File: src/rtl/bfs_pkg.sv
// Purpose: Shared constants and types for the buck fault sequencer.
// Assumes: pclk at 125 MHz; all times expressed as whole microseconds.
// Notes: Cycle counts are derived from the times and the clock rate.
package bfs_pkg;

  ////////////////////////////////////////////////////////////////////////////
  // Clock and times
  localparam int CLK_MHZ = 125;
  localparam int T_STARTUP_US = 1280;    // Fixed startup ramp, 1.28 ms
  localparam int T_HICCUP_US = 1280;     // Hiccup off time, 1.28 ms
  localparam int T_DEGLITCH_US = 20;     // Power-good filter, 20 us
  localparam int STARTUP_CYC = T_STARTUP_US * CLK_MHZ;
  localparam int HICCUP_CYC = T_HICCUP_US * CLK_MHZ;
  localparam int DEGLITCH_CYC = T_DEGLITCH_US * CLK_MHZ;

  ////////////////////////////////////////////////////////////////////////////
  // Over-current counting
  localparam int OC_LIMIT = 5;           // Events that send us into hiccup
  localparam int QUIET_CYCLES = 32;      // Clean cycles that clear the count
  localparam int OC_W = 3;
  localparam int QUIET_W = 6;

  ////////////////////////////////////////////////////////////////////////////
  // Register map, APB byte addresses
  localparam int ADDR_W = 12;
  localparam logic [ADDR_W-1:0] CTRL_OFS = 12'h000;
  localparam logic [ADDR_W-1:0] STATUS_OFS = 12'h004;
  localparam logic [ADDR_W-1:0] EVENTS_OFS = 12'h008;
  localparam int CTRL_RUN_BIT = 0;
  localparam logic CTRL_RUN_RST = 1'b1;
  localparam int EVT_W = 4;
  localparam int EVT_HICCUP_BIT = 0;
  localparam int EVT_OTEMP_BIT = 1;
  localparam int EVT_LOCK_BIT = 2;
  localparam int EVT_OC_BIT = 3;
  localparam logic [EVT_W-1:0] EVT_RST = 4'h0;

  ////////////////////////////////////////////////////////////////////////////
  // Sequencer states
  typedef enum logic [2:0] {
    BFS_OFF,
    BFS_LOCK,
    BFS_SOFT,
    BFS_RUN,
    BFS_DRAIN,
    BFS_WAIT
  } bfs_state_t;

endpackage

File: src/rtl/bfs_filt_if.sv
// Purpose: Carries the raw and filtered power-good condition.
// Assumes: Both ends run on pclk.
// Notes: No clocking block; ends supply their own clock.
`timescale 1ns/1ps
interface bfs_filt_if;
  logic raw;
  logic filtered;
  modport filt (input raw, output filtered);
  modport user (output raw, input filtered);
endinterface

File: src/rtl/bfs_top.sv
// Purpose: Startup sequencing and protection for a synchronous buck controller.
// Assumes: Comparator and pin inputs are synchronous to pclk; APB3 slave.
// Notes: Gate drive outputs are registered; gates follow pwm_high when allowed.
`timescale 1ns/1ps
module bfs_top
  import bfs_pkg::*;
#(
  parameter int STARTUP_CYC_P = bfs_pkg::STARTUP_CYC,
  parameter int HICCUP_CYC_P = bfs_pkg::HICCUP_CYC,
  parameter int DEGLITCH_CYC_P = bfs_pkg::DEGLITCH_CYC
) (
  input wire logic pclk,
  input wire logic presetn,
  input wire logic psel,
  input wire logic penable,
  input wire logic pwrite,
  input wire logic [bfs_pkg::ADDR_W-1:0] paddr,
  input wire logic [31:0] pwdata,
  output logic [31:0] prdata,
  output logic pready,
  output logic pslverr,
  input wire logic input_supply_ok,
  input wire logic vdd_ok,
  input wire logic en_above_thr,
  input wire logic en_above_deep,
  input wire logic ss_cap_fitted,
  input wire logic ss_above_fb,
  input wire logic ss_above_done,
  input wire logic prebias_high,
  input wire logic fb_above_uv,
  input wire logic ov_fault,
  input wire logic oc_event,
  input wire logic switch_node_above_limit,
  input wire logic zero_current,
  input wire logic overtemp,
  input wire logic pwm_high,
  input wire logic sync_present,
  input wire logic sync_clk_in,
  input wire logic osc_clk_in,
  output logic hs_gate,
  output logic ls_gate,
  output logic ss_discharge,
  output logic bias_on,
  output logic power_good_output
);
  import bfs_pkg::*;

  localparam int TMAX = (STARTUP_CYC_P > HICCUP_CYC_P) ? STARTUP_CYC_P : HICCUP_CYC_P;
  localparam int TMR_W = $clog2(TMAX + 1);

  if (STARTUP_CYC_P < 2 || HICCUP_CYC_P < 2) begin : g_bad_time
    $error("bfs_top: startup and hiccup counts must be at least 2");
  end

  ////////////////////////////////////////////////////////////////////////////
  // Qualified inputs and switching-cycle edge
  logic ok_supply, en_on, cycle_src, cycle_start, oc_pulse;
  logic src_reg, oc_in_reg;
  logic run_en_reg, run_en_next;

  assign ok_supply = input_supply_ok & vdd_ok;
  assign en_on = en_above_thr & run_en_reg;
  assign cycle_src = sync_present ? sync_clk_in : osc_clk_in;
  assign cycle_start = cycle_src & ~src_reg;
  assign oc_pulse = oc_event & ~oc_in_reg;

  // Edge history; oc_event is counted once per assertion, not per clock
  always_ff @(posedge pclk or negedge presetn) begin
    if (!presetn) begin
      src_reg <= 1'b0;
      oc_in_reg <= 1'b0;
    end else begin
      src_reg <= cycle_src;
      oc_in_reg <= oc_event;
    end
  end

  ////////////////////////////////////////////////////////////////////////////
  // Sequencer state and its shared timer
  bfs_state_t state_reg, state_next;
  logic [TMR_W-1:0] tmr_reg, tmr_next;
  logic gate_ok_reg, gate_ok_next;
  logic hiccup_trig;
  logic [OC_W-1:0] oc_cnt_reg, oc_cnt_next;

  assign hiccup_trig = (oc_cnt_next == OC_W'(OC_LIMIT));

  // Faults override everything; lockout is the common restart point
  always_comb begin
    state_next = state_reg;
    tmr_next = tmr_reg;
    gate_ok_next = gate_ok_reg;
    if (!en_above_deep) begin
      state_next = BFS_OFF;
      tmr_next = '0;
      gate_ok_next = 1'b0;
    end else if (!ok_supply || overtemp || !en_on) begin
      state_next = BFS_LOCK;
      tmr_next = '0;
      gate_ok_next = 1'b0;
    end else begin
      unique case (state_reg)
        BFS_OFF: begin
          state_next = BFS_LOCK;
        end
        BFS_LOCK: begin
          state_next = BFS_SOFT;
          tmr_next = '0;
        end
        BFS_SOFT: begin
          if (tmr_reg != TMR_W'(STARTUP_CYC_P - 1)) begin
            tmr_next = tmr_reg + 1'b1;
          end
          if (ss_above_fb && !prebias_high) begin
            gate_ok_next = 1'b1;
          end
          if (hiccup_trig) begin
            state_next = BFS_DRAIN;
          end else if (tmr_reg == TMR_W'(STARTUP_CYC_P - 1) && gate_ok_reg &&
                       (!ss_cap_fitted || ss_above_done)) begin
            state_next = BFS_RUN;
          end
        end
        BFS_RUN: begin
          if (hiccup_trig) begin
            state_next = BFS_DRAIN;
          end
        end
        BFS_DRAIN: begin
          gate_ok_next = 1'b0;
          if (zero_current) begin
            state_next = BFS_WAIT;
            tmr_next = '0;
          end
        end
        BFS_WAIT: begin
          tmr_next = tmr_reg + 1'b1;
          if (tmr_reg == TMR_W'(HICCUP_CYC_P - 1)) begin
            state_next = BFS_LOCK;
          end
        end
      endcase
    end
  end

  // Start in deep shutdown; bias comes up only once enable is seen
  always_ff @(posedge pclk or negedge presetn) begin
    if (!presetn) begin
      state_reg <= BFS_OFF;
      tmr_reg <= '0;
      gate_ok_reg <= 1'b0;
    end else begin
      state_reg <= state_next;
      tmr_reg <= tmr_next;
      gate_ok_reg <= gate_ok_next;
    end
  end

  ////////////////////////////////////////////////////////////////////////////
  // Over-current counting and cycle-by-cycle blanking
  logic switching, switching_next;
  logic [QUIET_W-1:0] quiet_reg, quiet_next;
  logic oc_block_reg, oc_block_next;

  assign switching = state_reg == BFS_RUN || (state_reg == BFS_SOFT && gate_ok_reg);
  assign switching_next = state_next == BFS_RUN || (state_next == BFS_SOFT && gate_ok_next);

  // An event on a cycle edge still blanks that new cycle: set wins
  always_comb begin
    oc_cnt_next = oc_cnt_reg;
    quiet_next = quiet_reg;
    oc_block_next = oc_block_reg;
    if (!switching) begin
      oc_cnt_next = '0;
      quiet_next = '0;
      // Track the level so an event on the very edge that switching starts still blanks
      oc_block_next = oc_event;
    end else begin
      if (cycle_start) begin
        oc_block_next = 1'b0;
      end
      if (oc_event) begin
        oc_block_next = 1'b1;
      end
      if (oc_pulse) begin
        quiet_next = '0;
        if (oc_cnt_reg != OC_W'(OC_LIMIT)) begin
          oc_cnt_next = oc_cnt_reg + 1'b1;
        end
      end else if (cycle_start) begin
        if (quiet_reg == QUIET_W'(QUIET_CYCLES - 1)) begin
          quiet_next = '0;
          oc_cnt_next = '0;
        end else begin
          quiet_next = quiet_reg + 1'b1;
        end
      end
    end
  end

  always_ff @(posedge pclk or negedge presetn) begin
    if (!presetn) begin
      oc_cnt_reg <= '0;
      quiet_reg <= '0;
      oc_block_reg <= 1'b0;
    end else begin
      oc_cnt_reg <= oc_cnt_next;
      quiet_reg <= quiet_next;
      oc_block_reg <= oc_block_next;
    end
  end

  ////////////////////////////////////////////////////////////////////////////
  // Gate drive, soft-start discharge, bias and power-good
  bfs_filt_if pg_if ();
  logic neg_reg, neg_next;
  logic hs_next, ls_next, ss_dis_next, bias_next, pg_next;

  assign pg_if.raw = state_reg == BFS_RUN && fb_above_uv && ss_above_done && !ov_fault &&
                     !oc_block_reg && !prebias_high && ok_supply && !overtemp;

  bfs_deglitch #(
    .FILT_CYC(DEGLITCH_CYC_P)
  ) u_pg_filt (
    .pclk(pclk),
    .presetn(presetn),
    .fif(pg_if.filt)
  );

  // Gates derive from next state so a fault removes drive on the same edge
  always_comb begin
    neg_next = ov_fault && !pwm_high && (neg_reg || switch_node_above_limit);
    hs_next = switching_next && pwm_high && !oc_block_next;
    ls_next = (switching_next && !pwm_high && !neg_next) || state_next == BFS_DRAIN;
    ss_dis_next = state_next inside {BFS_OFF, BFS_LOCK, BFS_DRAIN, BFS_WAIT};
    bias_next = state_next != BFS_OFF;
    pg_next = pg_if.filtered && !overtemp;
  end

  always_ff @(posedge pclk or negedge presetn) begin
    if (!presetn) begin
      neg_reg <= 1'b0;
      hs_gate <= 1'b0;
      ls_gate <= 1'b0;
      ss_discharge <= 1'b1;
      bias_on <= 1'b0;
      power_good_output <= 1'b0;
    end else begin
      neg_reg <= neg_next;
      hs_gate <= hs_next;
      ls_gate <= ls_next;
      ss_discharge <= ss_dis_next;
      bias_on <= bias_next;
      power_good_output <= pg_next;
    end
  end

  ////////////////////////////////////////////////////////////////////////////
  // APB slave: one wait state, data and error registered with pready
  logic acc, wr;
  logic [EVT_W-1:0] evt_reg, evt_next, evt_set;
  logic [31:0] prdata_next;
  logic pready_next, pslverr_next;

  assign acc = psel && penable && !pready;
  assign wr = psel && penable && pready && pwrite;
  assign evt_set = {oc_pulse, ok_supply ? 1'b0 : bias_on, overtemp,
                    state_next == BFS_DRAIN && state_reg != BFS_DRAIN};

  // Sticky events: a new event beats a clear in the same cycle
  always_comb begin
    pready_next = acc;
    pslverr_next = 1'b0;
    prdata_next = 32'h0000_0000;
    run_en_next = run_en_reg;
    evt_next = evt_reg | evt_set;
    if (acc) begin
      unique case (paddr)
        CTRL_OFS: prdata_next = {31'h0000_0000, run_en_reg};
        STATUS_OFS: prdata_next = {20'h0_0000, ss_discharge, ls_gate, hs_gate, power_good_output,
                                   1'b0, oc_cnt_reg, 1'b0, state_reg};
        EVENTS_OFS: prdata_next = {28'h000_0000, evt_reg};
        default: pslverr_next = 1'b1;
      endcase
    end
    if (wr && paddr == CTRL_OFS) begin
      run_en_next = pwdata[CTRL_RUN_BIT];
    end
    if (wr && paddr == EVENTS_OFS) begin
      evt_next = (evt_reg & ~pwdata[EVT_W-1:0]) | evt_set;
    end
  end

  always_ff @(posedge pclk or negedge presetn) begin
    if (!presetn) begin
      pready <= 1'b0;
      pslverr <= 1'b0;
      prdata <= 32'h0000_0000;
      run_en_reg <= CTRL_RUN_RST;
      evt_reg <= EVT_RST;
    end else begin
      pready <= pready_next;
      pslverr <= pslverr_next;
      prdata <= prdata_next;
      run_en_reg <= run_en_next;
      evt_reg <= evt_next;
    end
  end
endmodule

File: src/rtl/bfs_deglitch.sv
// Purpose: Persistence filter for the power-good condition.
// Assumes: raw is synchronous to pclk.
// Notes: A change passes only after it has held for FILT_CYC cycles.
`timescale 1ns/1ps
module bfs_deglitch
  import bfs_pkg::*;
#(
  parameter int FILT_CYC = bfs_pkg::DEGLITCH_CYC
) (
  input wire logic pclk,
  input wire logic presetn,
  bfs_filt_if.filt fif
);
  import bfs_pkg::*;

  localparam int CW = $clog2(FILT_CYC + 1);

  if (FILT_CYC < 2) begin : g_bad_filt
    $error("bfs_deglitch: FILT_CYC must be at least 2");
  end

  logic [CW-1:0] cnt_reg, cnt_next;
  logic out_reg, out_next;

  ////////////////////////////////////////////////////////////////////////////
  // Restart the count whenever raw agrees with the output again
  always_comb begin
    cnt_next = '0;
    out_next = out_reg;
    if (fif.raw != out_reg) begin
      if (cnt_reg == CW'(FILT_CYC - 1)) begin
        out_next = fif.raw;
      end else begin
        cnt_next = cnt_reg + 1'b1;
      end
    end
  end

  // Output low from reset so power-good never glitches high at power-up
  always_ff @(posedge pclk or negedge presetn) begin
    if (!presetn) begin
      cnt_reg <= '0;
      out_reg <= 1'b0;
    end else begin
      cnt_reg <= cnt_next;
      out_reg <= out_next;
    end
  end

  assign fif.filtered = out_reg;
endmodule

File: config.mk
export PLATFORM = sky130hd
export DESIGN_NAME = bfs_top
export DESIGN_NICKNAME = d
export VERILOG_FILES = /design/src/rtl/bfs_pkg.sv /design/src/rtl/bfs_filt_if.sv /design/src/rtl/bfs_top.sv /design/src/rtl/bfs_deglitch.sv
export SDC_FILE = /design/constraint.sdc
export NUM_CORES = 1
export LEC_CHECK = 0
export ABC_AREA = 1
export BUFFER_PORTS_ARGS = -buffer_cell sky130_fd_sc_hd__clkbuf_2
export CORE_MARGIN = 2
export CORE_UTILIZATION = 50
export CTS_CLUSTER_DIAMETER = 100
export DETAILED_ROUTE_END_ITERATION = 8
export GPL_ROUTABILITY_DRIVEN = 1
export HOLD_SLACK_MARGIN = 0.15
export PLACE_DENSITY = 0.76
export RECOVER_POWER = 100
export SYNTH_ARGS = -nofsm -noshare
export SYNTH_HDL_FRONTEND = slang
export SYNTH_HIERARCHICAL = 1
export SYNTH_SLANG_ARGS = --single-unit
File: constraint.sdc
create_clock -name pclk -period 3.2 [get_ports pclk]
set_input_delay 0.32 -clock pclk [delete_from_list [all_inputs] [get_ports pclk]]
set_output_delay 0.32 -clock pclk [all_outputs]
set_load 0.05 [all_outputs]
After elaboration in Yosys (flattened, before gate mapping):

Cells that the tools add are included.

* $add $sub $neg: 4
* eq/ne operators: 24
* mux-type cells: 38
* bitwise operators: 10
* reduce and logical (&&, ||, !) cells: 52

Operators by type and width (count)
* $mux 18: 4
* $pmux 18 s4: 1
* $mux 12: 3
* $mux 3: 12
* $pmux 12 s3: 1
* $logic_and 1x1->1: 26
* $mux 6: 4
* $add 18x1->18 const B: 1
* $eq 18x18->1 const B: 1
* $ne 18x18->1 const B: 1
* $pmux 3 s6: 1
* $eq 3x3->1 const B: 5
* $add 12x1->12 const B: 1
* $eq 12x12->1 const B: 1
* $eq 12x3->1 const B: 1
* $eq 12x4->1 const B: 1
* $eq 3x2->1 const B: 4
* $logic_not 12->1: 1
* $logic_not 1->1: 11
* $mux 1: 10
* $ne 3x3->1 const B: 3
* $ne 4x4->1 const B: 2
* $or 4x4->4: 2
* $logic_or 1x1->1: 7
* 18 further kinds: 24

* register bits after elaboration: 92
* bits of input ports: 67
* output and inout bits: 39
* word-level logic and storage cells: 149

Depth between registers and ports, before layout:

* word-level depth: 16
* depth in mapped cells: 16
* gate-level depth less buffers: 16

Cells and area by module:

The synthesis kept the hierarchy.

By module, submodules not included
* bfs_top: times used 1, cells an instance 458, area each 3423.3 um^2
* bfs_deglitch: times used 1, cells an instance 90, area each 728.2 um^2

Least setup slack after synthesis:

OpenSTA, ideal clock, no wires.

* path kind: reg2reg
* start point: register tmr_reg[0]
* end point: register tmr_reg[15]
* library setup time: 0.120 ns
* arrival time: 1.564 ns
* data required time: 3.080 ns
* slack: 1.516 ns
* cell stages (with the launch flop): 9
* clock period less this slack: 1.684 ns
* cells stage by stage: dfrtp_1 -> ha_1 -> nand3_1 -> nor3_4 -> nand3_1 -> nand2_2 -> nand2_4 -> buf_6 -> a31o_2

* cells in the longest elaborated chain, start to end: 5
* elaborated cells on any way between the ends: 8
* those cells by class: 1 x add/sub; 2 x eq/ne; 4 x mux; 1 x reduce/logical

Ends and longest elaborated chain
* start: declaration: line bfs_top.sv:81 `logic [TMR_W-1:0] tmr_reg, tmr_next;`
* start signal: assignment: line bfs_top.sv:154 `tmr_reg <= tmr_next;`
* $add 18x1->18: line bfs_top.sv:112, bfs_top.sv:137
* $mux 18: line bfs_top.sv:111 `if (tmr_reg != TMR_W'(STARTUP_CYC_P - 1)) begin`
* $pmux 18 s4: line bfs_top.sv:102 `unique case (state_reg)`
* $mux 18: line bfs_top.sv:97 `end else if (!ok_supply || overtemp || !en_on) begin`
* $mux 18: line bfs_top.sv:93 `if (!en_above_deep) begin`

Several ways; a longest one is shown, not always the timed one. The select of a mux whose other input is x is not followed.
A chain may end at the register's enable or synchronous reset.

Worst setup path in the final report:

* start point: register tmr_reg[0]
* end point: register tmr_reg[7]

The elaborated chain is that of the path after synthesis.

==> impl_results.md <==
* Status: completed
* Power per cell area at around 450 nW/um2
* TritonCTS Buffers at 9
* Cells after DPL at between 700 and 800
* Worst path max stage delay at about 430 ps
* Drt first pass iters at 6
* Num rows at 33
* Chip Height at about 95 um
* CORE AREA at just over 8000 um2
* Antenna diodes at 0
* Mean area per synthesized cell at roughly 7.6 um2
* Actual slew at the worst max-slew pin at approximately 1000 ps
* Seq/Total Area, Yosys at 0.4286
* Slew Viols, Final at 0
* Post-synthesis cell type count at between 40 and 50
* Critical Path End: tmr_reg[7]
* Final setup fails at 0
* R2R depth at 9
* Worst r2r dst: tmr_reg[7]
* CTS clk-pin slew, worst paths at 80 ps
* Cell area after synthesis at about 4200 um2
* Clock Skews at between 8 and 9 ps
* Routed Antenna Nets at 0
* Vias/cell at about 4.9
* P_leak at ~0.0023 uW
* Headroom to the max-slew limit at 0.3017
* Commonest non-fill, non-tap cell in the layout: nand2_1
* Critical Path Start Type: flop
* Peak supply drop at approximately 0.24 mV
* Residual DRC count at 0
* Fin. Hold Viols at 0
* Die width at about 95 um
* CP Class: flop to flop
* Crit path max fanout at 25
* Clock Latency Late Sink at roughly 350 ps
* Minimum clock period after layout at around 2300 ps
* Post-CTS setup buffer count at 0
* Initial antenna violation count at 0
* WL per Instance at 11.91 um
* Most frequent cells in the layout: nand2_1, inv_1, nor2_1
* Setup TNS at 0 ps
* Max-Cap Viols at 0
* Pin count of the biggest net entering global routing at 50
* Finished Layout Cells at between 700 and 800
* Critical Path Start: tmr_reg[0]
* Starting Density at 0.5104
* Max reg flops at 18
* Yosys Warn Count at 6
* Final wirelength at 8611 um
* Via count at between 3000 and 4000
* Min-Delay Path Class: input port to asynchronous set/reset pin
* First-pass GRT wire length at approximately 15000 um
* Critical Path, Cell by Cell: ha_1 > nand3_1 > nor3_1 > nand3_1 > nand2_1 > nand2_4 > nand2_1 > inv_1 > nor3_1
* Hold WS at between 100 and 150 ps
* Mapped Cells at around 550
* H-tree depth at 3
* Worst Setup End Kind: flop
* Slowest-stage cell, CP: dfrtp_1
* Critical path arrival at about 2600 ps
* Area Growth Syn to Fin at 11.09%
* Total track usage at 0.2053
* Seq cells post-synth at between 70 and 80
* Ports at around 110
* Hpwl dp at between 6000 and 7000 um
* Layout cell share with drive strength beyond 1 at 0.1262
* Fin crit share at 0.7222
* CTS sink cnt at 71
* Initial DRC Count at roughly 200
* CTS tree: yes
* WP data required at 3470 ps
* Grt ovf at 0
* Clk buf depth at 2
* CTS root buf: clkbuf_8
* Peak Freq at 432.7 MHz
* RSZ-0062 raised after global routing: false
* Reg2reg start: tmr_reg[0]
* Final #Nets at 687
* R2R setup slack at between 800 and 900 ps
* Number of global-route vias before repair at 3373
* Total power at about 2100 uW
* PortBufs at 56
* Global placer's final weighted congestion at just over 0.9
* Final Core Density at 0.5670
* Die area at approximately 9000 um2
[area by class of cell]
cell class              count  area, um2
well taps                 105      131.4
inverters                  90      337.8
flip-flops and latches     71       1779
clock inverters             7      120.1
multi-input cells         382       1846
fillers                   735       3522
clock buffers               9      123.9
repair buffers             59      274.0
[critical path: cells and delay by family (launching register included)]
| kind | cells | cell delay (ps) |
|---|---|---|
| fa+ha+maj | 1 | 220 |
| buf+inv | 1 | 90 |
| flops | 1 | 430 |
| simple gates | 7 | 1490 |
[how the worst min path moves through the flow]
| stage | slack, ps | endpoint | depth (start not counted) |
|---|---|---|---|
| floorplan | 20 | bias_on | 0 |
| global placement | 470 | quiet_reg[5] | 1 |
| detailed placement | 480 | oc_in_reg | 1 |
| CTS | 150 | neg_reg | 2 |
| global route | 160 | power_good_output | 2 |
| finish | 150 | pready | 1 |
[power by group]
| part | switching, uW | leakage, uW | internal [uW] | total, uW |
|---|---|---|---|---|
| Clock | 357 | 0.000120 | 520 | 877 |
| Combinational | 165 | 0.00124 | 56.8 | 222 |
| Sequential | 31.6 | 0.000936 | 926 | 957 |
[routing by layer]
layer,track usage,wire length (um),part of all wire,vias up
met5,0,0,0,-
met4,0.07005,108,0.013,0
met3,0.04111,363,0.042,8
met2,0.3574,4242,0.49,84
met1,0.2538,3897,0.45,1606
li1,-,-,-,1824
[cells by family after synthesis]
group | synth area share
flip-flops | 0.4286
AND/OR/NAND/NOR | 0.3225
adder cells (fa/ha/maj) | 0.02110
other | 0.0009033
buffers and inverters | 0.1263
AO/OA/AOI/OAI | 0.07535
XOR/XNOR | 0.02532
[cells in the mapped netlist]
| cell type | instances | area share |
|---|---|---|
| a211oi_1 | 1 | 0.0018 |
| buf_6 | 1 | 0.0027 |
| and3_1 | 2 | 0.0030 |
| xnor2_1 | 2 | 0.0042 |
| a21oi_1 | 16 | 0.019 |
| nand3_1 | 43 | 0.052 |
| nand2_4 | 2 | 0.0054 |
| xor2_1 | 10 | 0.021 |
| o21bai_1 | 2 | 0.0036 |
| nor3b_2 | 1 | 0.0030 |
| nor3_1 | 17 | 0.020 |
| nand4_1 | 8 | 0.012 |
| nor2_2 | 6 | 0.0090 |
| a31o_2 | 1 | 0.0021 |
| or3_1 | 1 | 0.0015 |
| nand2_2 | 12 | 0.018 |
| a31oi_1 | 2 | 0.0030 |
| nor3_2 | 2 | 0.0048 |
| o22ai_1 | 2 | 0.0030 |
| nor3b_4 | 1 | 0.0045 |
| buf_4 | 22 | 0.040 |
| o21ai_2 | 1 | 0.0021 |
| o21ai_1 | 4 | 0.0048 |
| inv_1 | 83 | 0.075 |
| nand3_2 | 3 | 0.0072 |
| conb_1 | 1 | 0.00090 |
| o41ai_1 | 1 | 0.0021 |
| nor2_4 | 2 | 0.0054 |
| a21oi_4 | 1 | 0.0039 |
| dfrtp_1 | 69 | 0.42 |
| dfstp_2 | 2 | 0.013 |
| nor3b_1 | 1 | 0.0018 |
| o221ai_1 | 1 | 0.0021 |
| ha_1 | 7 | 0.021 |
| nor2_1 | 73 | 0.066 |
| inv_2 | 7 | 0.0063 |
| nor4_1 | 2 | 0.0030 |
| o21ai_0 | 21 | 0.025 |
| a21oi_2 | 1 | 0.0021 |
| nor3_4 | 1 | 0.0039 |
| nand3b_1 | 1 | 0.0018 |
| buf_2 | 2 | 0.0024 |
| nand2_1 | 110 | 0.099 |
[timing repair]
item / CTS / global route
hold buffers: 1 / 0
resized for setup: 0 / 0
hold endpoints to repair: 1 / 0
[stage by stage]
| step | worst slack, ps | instance area (um2) |
|---|---|---|
| 2_1_floorplan | 1516 | 4227 |
| 3_3_place_gp | 1149 | 4467 |
| 3_5_place_dp | 1134 | 4467 |
| 4_1_cts | 1127 | 4721 |
| 5_1_grt | 635.1 | 4612 |
| 6_report | 889.1 | 4612 |
No activity file was read; power rests on OpenSTA's default activity.
